$ cat config.mk
export PLATFORM = sky130hd
export DESIGN_NAME = and_compare_jump_exec
export DESIGN_NICKNAME = d
export VERILOG_FILES = /design/src/inc/and_cmp_pkg.sv /design/src/design/and_compare_jump_exec.sv
export SDC_FILE = /design/constraint.sdc
export NUM_CORES = 1
export LEC_CHECK = 0
export BUFFER_PORTS_ARGS = -buffer_cell sky130_fd_sc_hd__buf_2
export CORE_UTILIZATION = 39
export CTS_CLUSTER_SIZE = 40
export DETAILED_ROUTE_END_ITERATION = 10
export PLACE_DENSITY_LB_ADDON = 0.1
export SLEW_MARGIN = 25
export SYNTH_ARGS = -nofsm -noshare
export SYNTH_HDL_FRONTEND = slang
export SYNTH_SLANG_ARGS = --single-unit
$ cat constraint.sdc
create_clock -name clk_sys -period 7.7 [get_ports clk_sys]
set_clock_uncertainty 0.05 [all_clocks]
set_input_delay 1.54 -clock clk_sys [delete_from_list [all_inputs] [get_ports clk_sys]]
set_output_delay 1.54 -clock clk_sys [all_outputs]
set_load 0.02 [all_outputs]
$ cat src/inc/and_cmp_pkg.sv
// constants for the and / compare-branch execution block
// assumes a byte-wide core with 16-bit program counter
package and_cmp_pkg;
  // opcodes
  localparam logic [7:0] OP_AND_DIR_IMM = 8'h53;
  localparam logic [7:0] OP_AND_C_BIT   = 8'h82;
  localparam logic [7:0] OP_AND_C_NBIT  = 8'hB0;
  localparam logic [7:0] OP_CMP_A_DIR   = 8'hB5;
  localparam logic [7:0] OP_CMP_A_IMM   = 8'hB4;
  localparam logic [6:0] OP_CMP_IND     = 7'h5B;  // 1011_011i
  localparam logic [4:0] OP_CMP_REG     = 5'h17;  // 1011_1rrr
  // instruction lengths in bytes
  localparam logic [15:0] LEN_BIT = 16'h0002;
  localparam logic [15:0] LEN_3   = 16'h0003;
  // reset values
  localparam logic [15:0] PC_RST  = 16'h0000;
  localparam logic [7:0]  BYTE_RST = 8'h00;

  typedef enum logic [1:0] {
    ST_IDLE  = 2'b00,
    ST_EXEC  = 2'b01,
    ST_WRITE = 2'b10
  } exec_state_t;

  typedef enum logic [1:0] {
    K_AND_BYTE = 2'b00,
    K_AND_BIT  = 2'b01,
    K_CMP      = 2'b10
  } kind_t;
endpackage : and_cmp_pkg

$ cat src/design/and_compare_jump_exec.sv
// execution of byte and, carry and, and compare-branch-unequal
// assumes the core fetches all instruction bytes and presents them
// with instr_valid, and supplies the operand values it has read
// Functional notes
// [RULE1] byte and immediate: 3 bytes, 2 cycles
// [RULE2] carry cleared when source bit zero
// [RULE3] complemented form inverts operand, bit unchanged
// [RULE4] carry and touches only the carry
// [RULE5] bit source only by direct bit address
// [RULE6] 82h plus bit address: carry and bit
// [RULE7] B0h plus bit address: carry and not bit
// [RULE8] branch only when operands differ
// [RULE9] target is next pc plus signed offset
// [RULE10] carry set when first below second
// [RULE11] compared operands are never written
// [RULE12] four compare operand combinations supported
// [RULE13] port operand read from output latch
// [RULE14] port read-and-write completes within instruction
module and_compare_jump_exec (
  input  wire logic        clk_sys,
  input  wire logic        reset,
  input  wire logic        instr_valid,
  input  wire logic [7:0]  opcode,
  input  wire logic [7:0]  operand1,
  input  wire logic [7:0]  operand2,
  input  wire logic [15:0] pc_in,
  input  wire logic        carry_in,
  input  wire logic [7:0]  acc_in,
  input  wire logic [7:0]  direct_latch_data,
  input  wire logic [7:0]  indirect_data,
  input  wire logic [7:0]  reg_data,
  input  wire logic        bit_data,
  output logic             busy,
  output logic             done,
  output logic             unknown_op,
  output logic [7:0]       direct_addr,
  output logic             direct_rd,
  output logic [7:0]       bit_addr,
  output logic             bit_rd,
  output logic             direct_we,
  output logic [7:0]       direct_wdata,
  output logic             carry_we,
  output logic             carry_out,
  output logic             pc_we,
  output logic [15:0]      pc_out
);

  typedef struct packed {
    and_cmp_pkg::exec_state_t st;
    and_cmp_pkg::kind_t       kind;
    logic [7:0]               op;
    logic [7:0]               b1;
    logic [7:0]               b2;
    logic [15:0]              pc;
    logic                     busy;
    logic                     done;
    logic                     unknown_op;
    logic [7:0]               direct_addr;
    logic                     direct_rd;
    logic [7:0]               bit_addr;
    logic                     bit_rd;
    logic                     direct_we;
    logic [7:0]               direct_wdata;
    logic                     carry_we;
    logic                     carry_out;
    logic                     pc_we;
    logic [15:0]              pc_out;
  } state_t;

  state_t s_q;
  state_t s_d;

  logic [7:0]  cmp_a;
  logic [7:0]  cmp_b;
  logic        src_bit;
  logic [15:0] next_pc;
  logic [15:0] offset_ext;

  // opcode decode, offered and held
  logic        dec_and_byte;
  logic        dec_and_bit;
  logic        dec_and_nbit;
  logic        dec_cmp_dir;
  logic        dec_cmp_imm;
  logic        dec_cmp_ind;
  logic        dec_cmp_reg;
  logic        dec_cmp;
  logic        dec_known;
  logic        held_cmp_dir;
  logic        held_cmp_ind;
  logic        held_cmp_reg;
  logic        held_nbit;

  // operand results
  logic [7:0]  and_result;
  logic        bit_result;
  logic        cmp_less;
  logic        cmp_differ;
  logic [15:0] cmp_target;
  logic [15:0] seq_pc_and;
  logic [15:0] seq_pc_bit;

  // --------------------------------------------------------------
  // decode of the opcode offered with instr_valid
  // --------------------------------------------------------------
  // only these patterns are claimed; anything else is refused with a
  // one-cycle unknown_op pulse so the core can hand it elsewhere
  always_comb begin
    dec_and_byte = (opcode == and_cmp_pkg::OP_AND_DIR_IMM); // [RULE1]
    dec_and_bit  = (opcode == and_cmp_pkg::OP_AND_C_BIT); // [RULE6]
    dec_and_nbit = (opcode == and_cmp_pkg::OP_AND_C_NBIT); // [RULE7]
    dec_cmp_dir  = (opcode == and_cmp_pkg::OP_CMP_A_DIR);
    dec_cmp_imm  = (opcode == and_cmp_pkg::OP_CMP_A_IMM);
    dec_cmp_ind  = (opcode[7:1] == and_cmp_pkg::OP_CMP_IND);
    dec_cmp_reg  = (opcode[7:3] == and_cmp_pkg::OP_CMP_REG);
    dec_cmp      = dec_cmp_dir | dec_cmp_imm | dec_cmp_ind |
                   dec_cmp_reg; // [RULE12]
    dec_known    = dec_and_byte | dec_and_bit | dec_and_nbit |
                   dec_cmp;
  end

  // --------------------------------------------------------------
  // decode of the held opcode in the execute cycle
  // --------------------------------------------------------------
  // the offered opcode may already belong to the next instruction,
  // so the execute cycle only ever looks at the held copy
  always_comb begin
    held_cmp_dir = (s_q.op == and_cmp_pkg::OP_CMP_A_DIR);
    held_cmp_ind = (s_q.op[7:1] == and_cmp_pkg::OP_CMP_IND);
    held_cmp_reg = (s_q.op[7:3] == and_cmp_pkg::OP_CMP_REG);
    held_nbit    = (s_q.op == and_cmp_pkg::OP_AND_C_NBIT);
  end

  // --------------------------------------------------------------
  // operand selection
  // --------------------------------------------------------------
  always_comb begin
    cmp_a = acc_in;
    cmp_b = s_q.b1;
    // accumulator against a direct byte reads the latch side too
    if (held_cmp_dir) begin // [RULE12]
      cmp_b = direct_latch_data;
    end else if (held_cmp_ind) begin
      cmp_a = indirect_data; // [RULE12]
    end else if (held_cmp_reg) begin
      cmp_a = reg_data; // [RULE12]
    end
    // slash form: operand inverted, stored bit never written
    src_bit = held_nbit ?
              ~bit_data : bit_data; // [RULE3]
    next_pc = s_q.pc + and_cmp_pkg::LEN_3; // [RULE9]
    offset_ext = {{8{s_q.b2[7]}}, s_q.b2}; // [RULE9]
  end

  // --------------------------------------------------------------
  // results, from the held instruction bytes and the operands sampled in the execute cycle
  // --------------------------------------------------------------
  always_comb begin
    // latch value, not pins, so an input level cannot leak in
    and_result = direct_latch_data & s_q.b2; // [RULE13]
    // carry can only be kept or cleared here, never set
    bit_result = carry_in & src_bit; // [RULE2]
    cmp_less   = (cmp_a < cmp_b); // [RULE10]
    cmp_differ = (cmp_a != cmp_b); // [RULE8]
    // offset counts from the following instruction, not the opcode
    cmp_target = cmp_differ ?
                 next_pc + offset_ext : next_pc; // [RULE9]
    seq_pc_and = s_q.pc + and_cmp_pkg::LEN_3; // [RULE1]
    seq_pc_bit = s_q.pc + and_cmp_pkg::LEN_BIT; // [RULE6]
  end

  // --------------------------------------------------------------
  // sequencing
  // --------------------------------------------------------------
  // the done cycle is already idle, so a new request can be taken
  // back to back with no dead cycle in between
  always_comb begin
    s_d = s_q;
    s_d.done       = 1'b0;
    s_d.unknown_op = 1'b0;
    s_d.direct_rd  = 1'b0;
    s_d.bit_rd     = 1'b0;
    s_d.direct_we  = 1'b0;
    s_d.carry_we   = 1'b0;
    s_d.pc_we      = 1'b0;
    case (s_q.st)
      and_cmp_pkg::ST_IDLE: begin
        if (instr_valid && !dec_known) begin
          // refused: only the pulse, no address or state is disturbed
          s_d.unknown_op = 1'b1;
        end else if (instr_valid) begin
          s_d.op          = opcode;
          s_d.b1          = operand1;
          s_d.b2          = operand2;
          s_d.pc          = pc_in;
          s_d.st          = and_cmp_pkg::ST_EXEC;
          s_d.busy        = 1'b1;
          s_d.direct_addr = operand1;
          s_d.bit_addr    = operand1; // [RULE5]
          if (dec_and_byte) begin // [RULE1]
            s_d.kind      = and_cmp_pkg::K_AND_BYTE;
            s_d.direct_rd = 1'b1;
          end else if (dec_and_bit || dec_and_nbit) begin
            s_d.kind   = and_cmp_pkg::K_AND_BIT; // [RULE6] [RULE7]
            s_d.bit_rd = 1'b1;
          end else begin
            s_d.kind      = and_cmp_pkg::K_CMP;
            s_d.direct_rd = dec_cmp_dir;
          end
        end
      end
      and_cmp_pkg::ST_EXEC: begin
        // second cycle of every instruction here
        s_d.st = and_cmp_pkg::ST_IDLE;
        s_d.busy = 1'b0;
        s_d.done = 1'b1;
        s_d.pc_we = 1'b1;
        case (s_q.kind)
          and_cmp_pkg::K_AND_BYTE: begin
            // latch value, not pins; read and write in one instruction
            s_d.direct_we = 1'b1; // [RULE14]
            s_d.direct_wdata = and_result; // [RULE13]
            s_d.pc_out = seq_pc_and; // [RULE1]
          end
          and_cmp_pkg::K_AND_BIT: begin
            // only the carry is written; no other flag strobe exists
            s_d.carry_we = 1'b1; // [RULE4]
            s_d.carry_out = bit_result; // [RULE2]
            s_d.pc_out = seq_pc_bit; // [RULE6]
          end
          and_cmp_pkg::K_CMP: begin
            // operands are only read, never written back
            s_d.direct_we = 1'b0; // [RULE11]
            s_d.carry_we = 1'b1;
            s_d.carry_out = cmp_less; // [RULE10]
            // equal operands fall through to the next instruction
            s_d.pc_out = cmp_target; // [RULE8]
          end
          default: begin
            s_d.pc_out = s_q.pc;
          end
        endcase
      end
      default: begin
        s_d.st = and_cmp_pkg::ST_IDLE;
        s_d.busy = 1'b0;
      end
    endcase
  end

  // --------------------------------------------------------------
  // state register
  // --------------------------------------------------------------
  always_ff @(posedge clk_sys or posedge reset) begin
    if (reset) begin
      // field by field so every multi-bit reset value is a named constant
      s_q.st           <= and_cmp_pkg::ST_IDLE;
      s_q.kind         <= and_cmp_pkg::K_AND_BYTE;
      s_q.op           <= and_cmp_pkg::BYTE_RST;
      s_q.b1           <= and_cmp_pkg::BYTE_RST;
      s_q.b2           <= and_cmp_pkg::BYTE_RST;
      s_q.pc           <= and_cmp_pkg::PC_RST;
      s_q.busy         <= 1'b0;
      s_q.done         <= 1'b0;
      s_q.unknown_op   <= 1'b0;
      s_q.direct_addr  <= and_cmp_pkg::BYTE_RST;
      s_q.direct_rd    <= 1'b0;
      s_q.bit_addr     <= and_cmp_pkg::BYTE_RST;
      s_q.bit_rd       <= 1'b0;
      s_q.direct_we    <= 1'b0;
      s_q.direct_wdata <= and_cmp_pkg::BYTE_RST;
      s_q.carry_we     <= 1'b0;
      s_q.carry_out    <= 1'b0;
      s_q.pc_we        <= 1'b0;
      s_q.pc_out       <= and_cmp_pkg::PC_RST;
    end else begin
      s_q <= s_d;
    end
  end

  // --------------------------------------------------------------
  // outputs
  // --------------------------------------------------------------
  // every output is a field of s_q, so no path is combinational
  assign busy         = s_q.busy;
  assign done         = s_q.done;
  assign unknown_op   = s_q.unknown_op;
  assign direct_addr  = s_q.direct_addr;
  assign direct_rd    = s_q.direct_rd;
  assign bit_addr     = s_q.bit_addr;
  assign bit_rd       = s_q.bit_rd;
  assign direct_we    = s_q.direct_we;
  assign direct_wdata = s_q.direct_wdata;
  assign carry_we     = s_q.carry_we;
  assign carry_out    = s_q.carry_out;
  assign pc_we        = s_q.pc_we;
  assign pc_out       = s_q.pc_out;

endmodule : and_compare_jump_exec

# Word level (Yosys, flattened, before mapping)
# Index checks and enable logic that the tools add are counted.
[totals]
regBits = 77
in_bits = 77
out_inout_bits = 49
word_cells = 84
[classes]
n_addsub = 3
n_lt_le_gt_ge = 1
n_eq_ne = 17
n_mux = 26
n_bitwise = 10
reduce_logical = 10
[op_table]
columns = ["op", "n"]
rows = [
  ["$mux 45", 2],
  ["$eq 8x8->1 const B", 6],
  ["$pmux 16 s3", 1],
  ["$mux 8", 5],
  ["$mux 18", 2],
  ["$add 16x2->16 const B", 2],
  ["$mux 28", 1],
  ["$mux 19", 1],
  ["$add 16x16->16", 1],
  ["$mux 16", 1],
  ["$eq 7x7->1 const B", 2],
  ["$eq 5x5->1 const B", 2],
  ["$mux 1", 9],
  ["$and 8x8->8", 1],
  ["$eq 8x7->1 const B", 1],
  ["$lt 8x8->1", 1],
  ["$ne 8x8->1", 1],
  ["$mux 2", 3],
  ["$or 1x1->1", 6],
  ["$reduce_and 2->1", 3],
  ["$eq 2x1->1 const B", 2],
  ["$logic_not 2->1", 2],
  ["$ne 2x2->1 const B", 2],
  ["$pmux 2 s2", 1],
  ["8 further kinds", 9],
]

# Logic depth before layout (Yosys ltp)
# Gate-level depths: netlist of run 1.
[depth]
word_depth = 9
mapped_depth = 14
depth_no_buf = 14

# Worst setup path before layout of run 1
# Ideal clock, no wire load.
[synth_path]
path_kind = "input port to flip-flop"
start = "input reg_data[5]"
end = "register pc_out[10] (netlist name)"
setup_time_ps = 77
t_arrival_ps = 3242
required_time_ps = 7573
path_slack_ps = 4330
stages = 10
path_buffers = 1
path_cell_list = "a22oi_1 o21ai_0 ha_1 nand4_1 o31ai_1 buf_2 o21ai_0 a31oi_1 nor2_1 a21oi_1"
[synth_between]
elab_chain_len = 6
[synth_rtl]
columns = ["item", "line", "text"]
rows = [
  ["from (decl)", "and_compare_jump_exec.sv:31", "input wire logic [7:0] reg_data,"],
  ["$mux 8", "and_compare_jump_exec.sv:145", "end else if (held_cmp_reg) begin"],
  ["$mux 8", "and_compare_jump_exec.sv:143", "end else if (held_cmp_ind) begin"],
  ["$mux 8", "and_compare_jump_exec.sv:141", "if (held_cmp_dir) begin"],
  ["$ne 8x8->1", "and_compare_jump_exec.sv:164", "cmp_differ = (cmp_a != cmp_b);"],
  ["$mux 16", "and_compare_jump_exec.sv:166", "cmp_target = cmp_differ ?"],
  ["$pmux 16 s3", "and_compare_jump_exec.sv:218", "case (s_q.kind)"],
]
# No other way between the ends.
# A chain may end at the register's enable or synchronous reset.

# Worst setup path in the final report of run 1
[layout_path]
start = "register s_q[87] (netlist name)"
end = "register pc_out[1] (netlist name)"
[layout_between]
elab_chain_len = 7
word_cells_on_any_way = 10
classes_between = "eq/ne: 4; mux: 6"
[layout_rtl]
columns = ["item", "line", "text"]
rows = [
  ["from (decl)", "and_compare_jump_exec.sv:70", "state_t s_q;"],
  ["$eq 5x5->1", "and_compare_jump_exec.sv:130", "held_cmp_reg = (s_q.op[7:3] == and_cmp_pkg::OP_CMP_REG);"],
  ["$mux 8", "and_compare_jump_exec.sv:145", ""],
  ["$mux 8", "and_compare_jump_exec.sv:143", ""],
  ["$mux 8", "and_compare_jump_exec.sv:141", ""],
  ["$ne 8x8->1 (*)", "and_compare_jump_exec.sv:164", ""],
  ["$mux 16 (*)", "and_compare_jump_exec.sv:166", ""],
  ["$pmux 16 s3 (*)", "and_compare_jump_exec.sv:218", ""],
]
# Every way passes the cells marked *; elsewhere a longest branch is shown, timed or not.

==> results.yml, run 1 <==
synth:
  synth_largest_area_cell: "dfrtp_1"
  ys_seq_area_share_pct: 33.61
  syn_area_per_cell_sq_um: 9.564
  synth_top_area_share_pct: 33.61
  synth.most_common_cell: "dfrtp_1"
  synth_cell_types: 63
  synthArstFlopShare_pct: 100.0
  synth_seq_cells: 74
  synthTopCellsByArea: "dfrtp_1, mux2_4, ha_1"
  netlist_area_sq_mm: 0.005509
  synth_edf_count: 0
  synth_commonest_cells: "dfrtp_1, nand2_1, buf_4, o21ai_0, nor2_1"
  synthCells: 576
  synth_nets: 684
  ys.flop_type: "dfrtp_1"
  yosysWarnings: 0
power_and_ir_drop:
  vdd_ir_drop_max_uv: 133.0
  power_density_mw_per_mm2: 326.6
  leakage_nw: 3.013
global_route:
  overflow: 0
  grt_antenna_before_repair: 0
  grtUsageTotal_pct: 21.51
  grt_max_degree: 75
  grt_first_pass_wirelength_microns: 24050
  grt_pass1_vias: 4546
clocking:
  cts_tree: "done"
  postCtsHoldBufs: 0
  cts.repair.resized: 0
  clk_path_buf_depth: 2
  postCtsSetupBuffers: 0
  path_clk_slew_ns: 0.07
  cts-root-buf: "clkbuf_16"
  cts_max_level: 3
  numCtsBuffers: 9
  clock-sinks: 74
  insertion_delay_ns: 0.35
cells_and_area:
  fin_util_pct: 44.97
  diodes: 0
  layout.nets: 760
  multi_input_area_sq_mm: 0.003127
  ff_latch_area_sq_mm: 0.001852
  drive_gt1_share_pct: 30.44
  synthToLayoutAreaGrowth_pct: 12.88
  fillers: 1385
die:
  start_util_pct: 39.84
  die-area_sq_mm: 0.01460
  die_y_microns: 120.9
  die_width_microns: 120.9
  core_area_sq_mm: 0.01383
  io_pins: 126
  core.rowCount: 43
sta:
  finalCritPeriodShare_pct: 50.17
  fin_setup_tns_ns: 0
  hold_viol: 0
  drv_slew: 0
  tightest_slew_ns: 0.9198
  rsz0062_at_grt: "no"
  fmax_mhz: 258.9
  final-setup-viol-count: 0
  slew_headroom_pct: 38.46
  fin_crit_ns: 3.863
routing:
  drt_iter0_drc: 307
  drtAntennaViolNets: 0
  routed_wl_microns: 14930
  drt_pass1_iterations: 5
  vias: 4549
  routedWlPerCell_microns: 17.84
  drc: 0
  vias_per_cell: 5.435
critical_path:
  arrival_ns: 4.02
  crit_type: "reg2reg"
  required_ns: 7.86
  start_kind: "register"
  critical_path.max_fanout: 8
  endpoint_kind: "register"
worst_hold_path:
  hold_path.class: "reg2reg"
run:
  maxCapViolCount: 0
placed_design:
  portBuffers: 125
  finalWeightedCongestion: 0.9159
  place_hpwl_microns: 10850
outcome:
  run_status: "finished, final reports clean"
-- metal layers --
metal | vias up | GRT usage (%) | wire [microns]
met3 | 10 | 4.464 | 709
li1 | 2192 | - | -
met1 | 2210 | 28.26 | 6765
met2 | 137 | 35.96 | 7327
met4 | 0 | 5.247 | 127
met5 | - | 0 | 0
-- path summary, 6_finish.rpt --
check | start | endpoint | slack (ns) | depth (start not counted)
setup / recovery | s_q[87] | pc_out[1] | 3.84 | 10
hold / removal | direct_wdata[1] | direct_wdata[1] | 0.43 | 2
setup reg to reg | s_q[87] | pc_out[1] | 3.84 | 10
hold reg to reg | direct_wdata[1] | direct_wdata[1] | 0.43 | 2
max in group asynchronous | reset | offset_ext[6] | 5.81 | 3
min in group asynchronous | reset | pc_out[0] | 1.32 | 3
-- report_power, final --
group | internal, mW | switching [mW] | leakage [nW] | total, mW
clock | 0.224 | 0.190 | 0.139 | 0.414
sequential | 0.503 | 0.133 | 0.904 | 0.636
combinational | 0.432 | 0.550 | 1.97 | 0.981
total | 1.16 | 0.872 | 3.01 | 2.03
-- worst max-delay path: stages (launching register included) --
cell	delay [ns]
dfrtp_1	0.39
nand4b_1	0.34
nor3_2	0.72
mux2_2	0.45
ha_1	0.29
nand4_1	0.18
o21ai_0	0.68
o22ai_1	0.15
a211o_1	0.29
o21ai_0	0.08
o21ai_0	0.11
-- kinds of logic after synthesis --
kind of cell,Yosys count,share of synthesized area [%]
simple gates,156,14.22
compound gates,148,17.49
buf+inv,84,9.721
flops,74,33.61
mux,49,12.38
xor+xnor,34,5.405
fa+ha+maj,31,7.177
-- layout make-up --
type / count / area share, %
clock buffer: 9 / 3.622
clock inverter: 7 / 0.9457
inverter: 21 / 1.268
multi-input combinational: 418 / 50.28
sequential: 74 / 29.78
tap: 180 / 3.622
timing repair buffer: 128 / 10.48
-- per-stage QoR --
step                      hold WS, ns  cell area, sq um  std cells  setup WS (ns)  power (mW)
final                          0.4266              6218        837          3.837       2.031
after global routing           0.4494              6218        837          3.544       2.173
after CTS                      0.4300              6215        837          3.792       2.040
after detailed placement       0.4145              5931        821          3.746       1.615
after global placement         0.4108              5931        821          3.747       1.598
after floorplan                0.3998              5509        576          4.228       1.444
-- flip-flops by register name (all words and copies together), names as in the netlist, 8 cells and up --
signal        cells
bit_addr          8
s_q              26
offset_ext        8
pc_out           16
direct_wdata      8
-- cells in the final DEF (no fill, tap or decap), types with 7 or more instances in the layout --
cell	synthesis	layout
xor2_1	13	13
nand4_1	9	9
dfrtp_1	74	74
o21ai_0	41	41
buf_2	5	125
ha_1	30	30
nor2_1	38	38
a221oi_1	7	7
xnor2_1	21	21
mux2_4	37	37
nand2_1	50	50
mux2i_1	7	7
or3_1	9	9
nand2b_1	7	7
inv_1	21	20
a21o_1	10	10
nand3_1	12	12
o22ai_1	11	11
a21oi_1	35	35
clkbuf_16	0	9
(Power assumes the default switching activity.)
==> run 2, diff against run 1 <==
Clock period 7.7 ns to 4 ns, I/O delays scaled along.
==> results.yml, run 2 (synthesis gave the netlist of run 1 again) <==
critical_path:
  crit_type: "reg2reg"
  start_kind: "register"
  slowest_delay_ns: 0.44
  crit_chain: "nand4b_1, nor3_2, buf_4, mux2_2, ha_1, nand4_1, o31a_1, o22ai_1, a21oi_1, a31oi_1, nor2_1, a21oi_1"
  cp_top_family: "compound AO/OA/AOI/OAI gates"
  critical_path.max_fanout: 8
  worst-path-buf-inv: 1
  crit_slowest_cell: "o31a_1"
  endpoint_kind: "register"
  arrival_ns: 3.59
  required_ns: 4.21
  cp_common_cell: "a21oi_1"
power_and_ir_drop:
  vdd_ir_drop_max_uv: 278.8
  total_power_mw: 3.977
  leakage_nw: 3.059
  power_density_mw_per_mm2: 631.8
placed_design:
  place_hpwl_microns: 11110
  portBuffers: 125
  finalWeightedCongestion: 0.9140
cells_and_area:
  diodes: 0
  drive_gt1_share_pct: 30.62
  synthToLayoutAreaGrowth_pct: 14.26
  layout_commonest_cell: "buf_2"
  layout.nets: 766
  ff_latch_area_sq_mm: 0.001852
  largest_reg_flops: 26
  mostFrequentLayoutCells: "buf_2, dfrtp_1, nand2_1"
  multi_input_area_sq_mm: 0.003122
  reg.largest.list: "s_q x26, pc_out x16"
  regMostFlops: "s_q"
  fillers: 1324
clocking:
  cts.repair.resized: 0
  postCtsHoldBufs: 0
  numCtsBuffers: 9
  clock-sinks: 74
  clk_path_buf_depth: 2
  cts-root-buf: "clkbuf_16"
  path_clk_slew_ns: 0.06
  cts_max_level: 3
  insertion_delay_ns: 0.34
  postCtsSetupBuffers: 0
  cts_tree: "done"
routing:
  vias: 4481
  drtAntennaViolNets: 0
  vias_per_cell: 5.316
  drt_iter0_drc: 277
  routedWlPerCell_microns: 17.37
  drt_pass1_iterations: 4
  routed_wl_microns: 14640
  drc: 0
sta:
  slew_headroom_pct: 47.79
  fin_setup_tns_ns: 0
  fin_crit_ns: 3.374
  tightest_slew_ns: 0.7821
  fin_hold_ws_ns: 0.4276
  final-setup-viol-count: 0
  rsz0062_at_grt: "no"
  finalCritPeriodShare_pct: 84.34
  drv_slew: 0
  hold_viol: 0
  fmax_mhz: 296.4
run:
  maxCapViolCount: 0
global_route:
  grt_first_pass_wirelength_microns: 23130
  grt_antenna_before_repair: 0
  overflow: 0
  grt_pass1_vias: 4417
  grtUsageTotal_pct: 20.70
  grt_max_degree: 44
worst_hold_path:
  hold_path.class: "reg2reg"
outcome:
  run_status: "finished, final reports clean"
die:
  core.rowCount: 43
  start_util_pct: 39.84
  core_area_sq_mm: 0.01383
  io_pins: 126
  die-area_sq_mm: 0.01460
  die_y_microns: 120.9
  die_width_microns: 120.9
## run 2: changes by cell type in the layout (fill, tap and decap cells not counted)
cell        delta
o31ai_1        +1
clkinv_2       +1
inv_6          -3
o31ai_2        -1
inv_8          -1
clkbuf_1       +2
buf_4          +6
buf_6          -1
buf_12         +1
clkinvlp_4     -1
bufinv_16      +2
## run 2: metrics by stage
stage | cell area (sq um) | std cells | worst slack (ns) | utilization (%)
2_1_floorplan | 5509 | 576 | 0.8423 | -
3_3_place_gp | 5983 | 827 | 0.6955 | 43.27
3_5_place_dp | 5983 | 827 | 0.6939 | 43.27
4_1_cts | 6295 | 843 | 0.6516 | 45.53
5_1_grt | 6295 | 843 | 0.4478 | 45.53
6_report | 6295 | 843 | 0.6264 | 45.53
## run 2: path summary, 6_finish.rpt
path / startpoint / end / slack, ns / depth (start not counted)
worst max-delay path: s_q[87] / pc_out[10] / 0.63 / 12
worst min-delay path: pc_out[6] / pc_out[6] / 0.43 / 1
worst max register to register: s_q[87] / pc_out[10] / 0.63 / 12
worst min register to register: pc_out[6] / pc_out[6] / 0.43 / 1
max in group asynchronous: reset / bit_addr[7] / 2.67 / 3
min in group asynchronous: reset / direct_rd / 0.55 / 2
## run 2: layout make-up
class	count	share of cell area [%]
Clock buffer	11	3.697
Timing Repair Buffer	134	11.21
Sequential cell	74	29.42
Inverter	21	1.252
Clock inverter	5	1.252
Multi-Input combinational cell	418	49.59
Tap cell	180	3.578
## run 2: where the power goes
group          internal, mW  switching [mW]
sequential            0.969           0.255
combinational         0.847            1.04
clock                 0.546           0.319
## run 2: layer usage
metal,part of all wire (%),routed length (microns),vias up,GRT usage (%)
li1,-,-,2212,-
met1,47,6898,2161,27.48
met2,48,6980,93,33.79
met3,3.7,543,15,3.759
met4,1.5,217,0,6.944
met5,0,0,-,0
## run 2: worst reg2reg max path, cell delays in order (launching register included)
cell	delay [ns]
dfrtp_1	0.39
nand4b_1	0.33
nor3_2	0.22
buf_4	0.22
mux2_2	0.39
ha_1	0.29
nand4_1	0.19
o31a_1	0.44
o22ai_1	0.30
a21oi_1	0.12
a31oi_1	0.16
nor2_1	0.07
a21oi_1	0.15
==> run 3, diff against run 2 <==
Settings changed: ABC_AREA set to 1.
Clock period 4 ns to 3 ns, I/O delays scaled along.
==> results.yml, run 3 <==
outcome:
  run_status: "finished, final reports clean"
critical_path:
  crit_type: "reg2reg"
  startpoint: "s_q[86]"
  arrival_ns: 3.20
  critical_path.max_fanout: 6
  endpoint_kind: "register"
  reg2regPathDepth: 17
  rr_endpoint: "pc_out[4]"
  start_kind: "register"
  r2r_start: "s_q[86]"
  timing.reg2reg.setup_slack_ns: 0.02
  required_ns: 3.23
routing:
  drt_pass1_iterations: 5
  drt_iter0_drc: 343
  drc: 0
  routedWlPerCell_microns: 15.31
  routed_wl_microns: 16320
  drtAntennaViolNets: 0
  vias_per_cell: 4.945
  vias: 5271
sta:
  finalCritPeriodShare_pct: 99.17
  drv_slew: 0
  slew_headroom_pct: 44.90
  final-setup-viol-count: 0
  fin_crit_ns: 2.975
  hold_viol: 0
  fmax_mhz: 336.1
  tightest_slew_ns: 0.8264
  rsz0062_at_grt: "yes"
  fin_setup_tns_ns: 0
cells_and_area:
  synthToLayoutAreaGrowth_pct: 22.18
  mostFrequentLayoutCells: "nand2_1, buf_2, inv_1"
  largest_reg_flops: 26
  regMostFlops: "s_q"
  layout_commonest_cell: "nand2_1"
  drive_gt1_share_pct: 27.31
  reg.largest.list: "s_q x26, pc_out x16"
  final_cell_area_sq_mm: 0.006760
  fin_util_pct: 48.70
  diodes: 0
  layout.nets: 989
synth:
  synth_nets: 874
  ys_seq_area_share_pct: 33.47
  synthMuxAreaShare_pct: 0.9272
  synthArstFlopShare_pct: 100.0
  synth.most_common_cell: "nand2_1"
  synth_top_area_share_pct: 33.47
  synth_edf_count: 0
  synth-compound-area-share_pct: 13.34
  netlist_area_sq_mm: 0.005533
  yosysWarnings: 0
  synth_cell_types: 46
  synth_adder_area_share_pct: 7.146
  synth_top_family_by_area: "simple AND/OR/NAND/NOR gates"
  synth_simple_gate_area_share_pct: 27.88
  ys.flop_type: "dfrtp_1"
  synth_largest_area_cell: "dfrtp_1"
  synth_seq_cells: 74
  syn_area_per_cell_sq_um: 7.223
  synthXorXnorAreaFrac_pct: 3.415
  synthTopCellsByArea: "dfrtp_1, nand2_1, ha_1"
  synthCells: 766
  synth_commonest_cells: "nand2_1, inv_1, dfrtp_1, o21ai_0"
clocking:
  insertion_delay_ns: 0.35
  path_clk_slew_ns: 0.07
  cts_max_level: 3
  numCtsBuffers: 9
  cts_tree: "done"
  cts-root-buf: "clkbuf_16"
  clock-sinks: 74
  clk_path_buf_depth: 2
  postCtsHoldBufs: 0
placed_design:
  place_hpwl_microns: 12570
  finalWeightedCongestion: 0.8887
  placed_cell_area_sq_mm: 0.006193
  portBuffers: 125
power_and_ir_drop:
  power_density_mw_per_mm2: 859.0
  leakage_nw: 3.564
  total_power_mw: 5.807
  vdd_ir_drop_max_uv: 410.1
global_route:
  grt_max_degree: 56
  overflow: 0
  grt_pass1_vias: 4989
  grtUsageTotal_pct: 23.13
  grt_first_pass_wirelength_microns: 25760
  grt_antenna_before_repair: 0
die:
  core.rowCount: 43
  core_area_sq_mm: 0.01388
  io_pins: 126
  start_util_pct: 39.86
  die_y_microns: 121.1
  die_width_microns: 121.1
  die-area_sq_mm: 0.01467
run:
  maxCapViolCount: 0
worst_hold_path:
  hold_path.class: "in2async"
-- run 3: changes by cell type after synthesis, moves of 10 or more --
cell | before | now
nand2_1 | 50 | 234
inv_1 | 21 | 78
mux2_4 | 37 | 0
o21ai_1 | 1 | 25
nand3_1 | 12 | 34
xnor2_1 | 21 | 4
a21oi_1 | 35 | 45
-- run 3: how the worst max path moves through the flow --
stage                 end
6_report        pc_out[4]
5_1_grt         pc_out[7]
4_1_cts         pc_out[7]
3_5_place_dp   pc_out[12]
3_3_place_gp   pc_out[12]
2_1_floorplan  pc_out[15]
-- run 3: timing repair --
item                       CTS  global route
gates cloned                 0             2
resized for setup            6            40
buffers inserted             0             6
pin swaps                    0            16
setup endpoints to repair    6            16
-- run 3: power by group --
group / internal, mW / switching, mW / leakage, nW
logic: 1.16 / 1.87 / 2.50
clock network: 0.753 / 0.452 / 0.163
registers: 1.32 / 0.265 / 0.905
-- run 3: kinds of logic after synthesis --
kind of cell,count (synthesis)
AND/OR/NAND/NOR,357
buffers and inverters,143
AO/OA/AOI/OAI,137
flip-flops,74
adder cells (fa/ha/maj),31
XOR/XNOR,19
multiplexers,5
-- run 3: per-layer routing --
metal | share of wire (%) | vias to the layer above | GRT usage, % | wire length, microns
li1 | - | 2677 | - | -
met4 | 1.1 | 0 | 7.099 | 173
met5 | 0 | - | 0 | 0
met2 | 45 | 143 | 34.82 | 7310
met3 | 4.1 | 14 | 3.477 | 672
met1 | 50 | 2437 | 33.86 | 8163
-- run 3: layout make-up --
type / count / area, sq um
Clock buffer: 10 / 239.0
Clock inverter: 6 / 87.58
Fill cell: 1444 / 7121
Inverter: 82 / 309.0
Multi-Input combinational cell: 549 / 3090
Sequential cell: 74 / 1852
Tap cell: 180 / 225.2
Timing Repair Buffer: 165 / 957.2
-- run 3: metrics by stage --
step	hold WS (ns)	setup WS [ns]	instances
after floorplan	0.4000	0.3278	766
after global placement	0.4107	-0.03481	1042
after detailed placement	0.4143	-0.07916	1042
after CTS	0.2780	0.001886	1058
after global routing	0.3044	-0.1078	1066
final	0.2563	0.02490	1066
-- run 3: worst max-delay path, stage by stage, from the launching register on --
cell       delay, ns
dfrtp_1         0.35
inv_1           0.05
nor3_2          0.19
inv_2           0.09
nor2_2          0.13
nand4_1         0.19
buf_6           0.21
mux2_4          0.31
ha_4            0.27
nand2_4         0.05
nor2_4          0.11
nand2_4         0.09
o21ai_2         0.17
buf_6           0.14
inv_1           0.07
o2111ai_2       0.17
o211ai_1        0.16
nand2_1         0.10
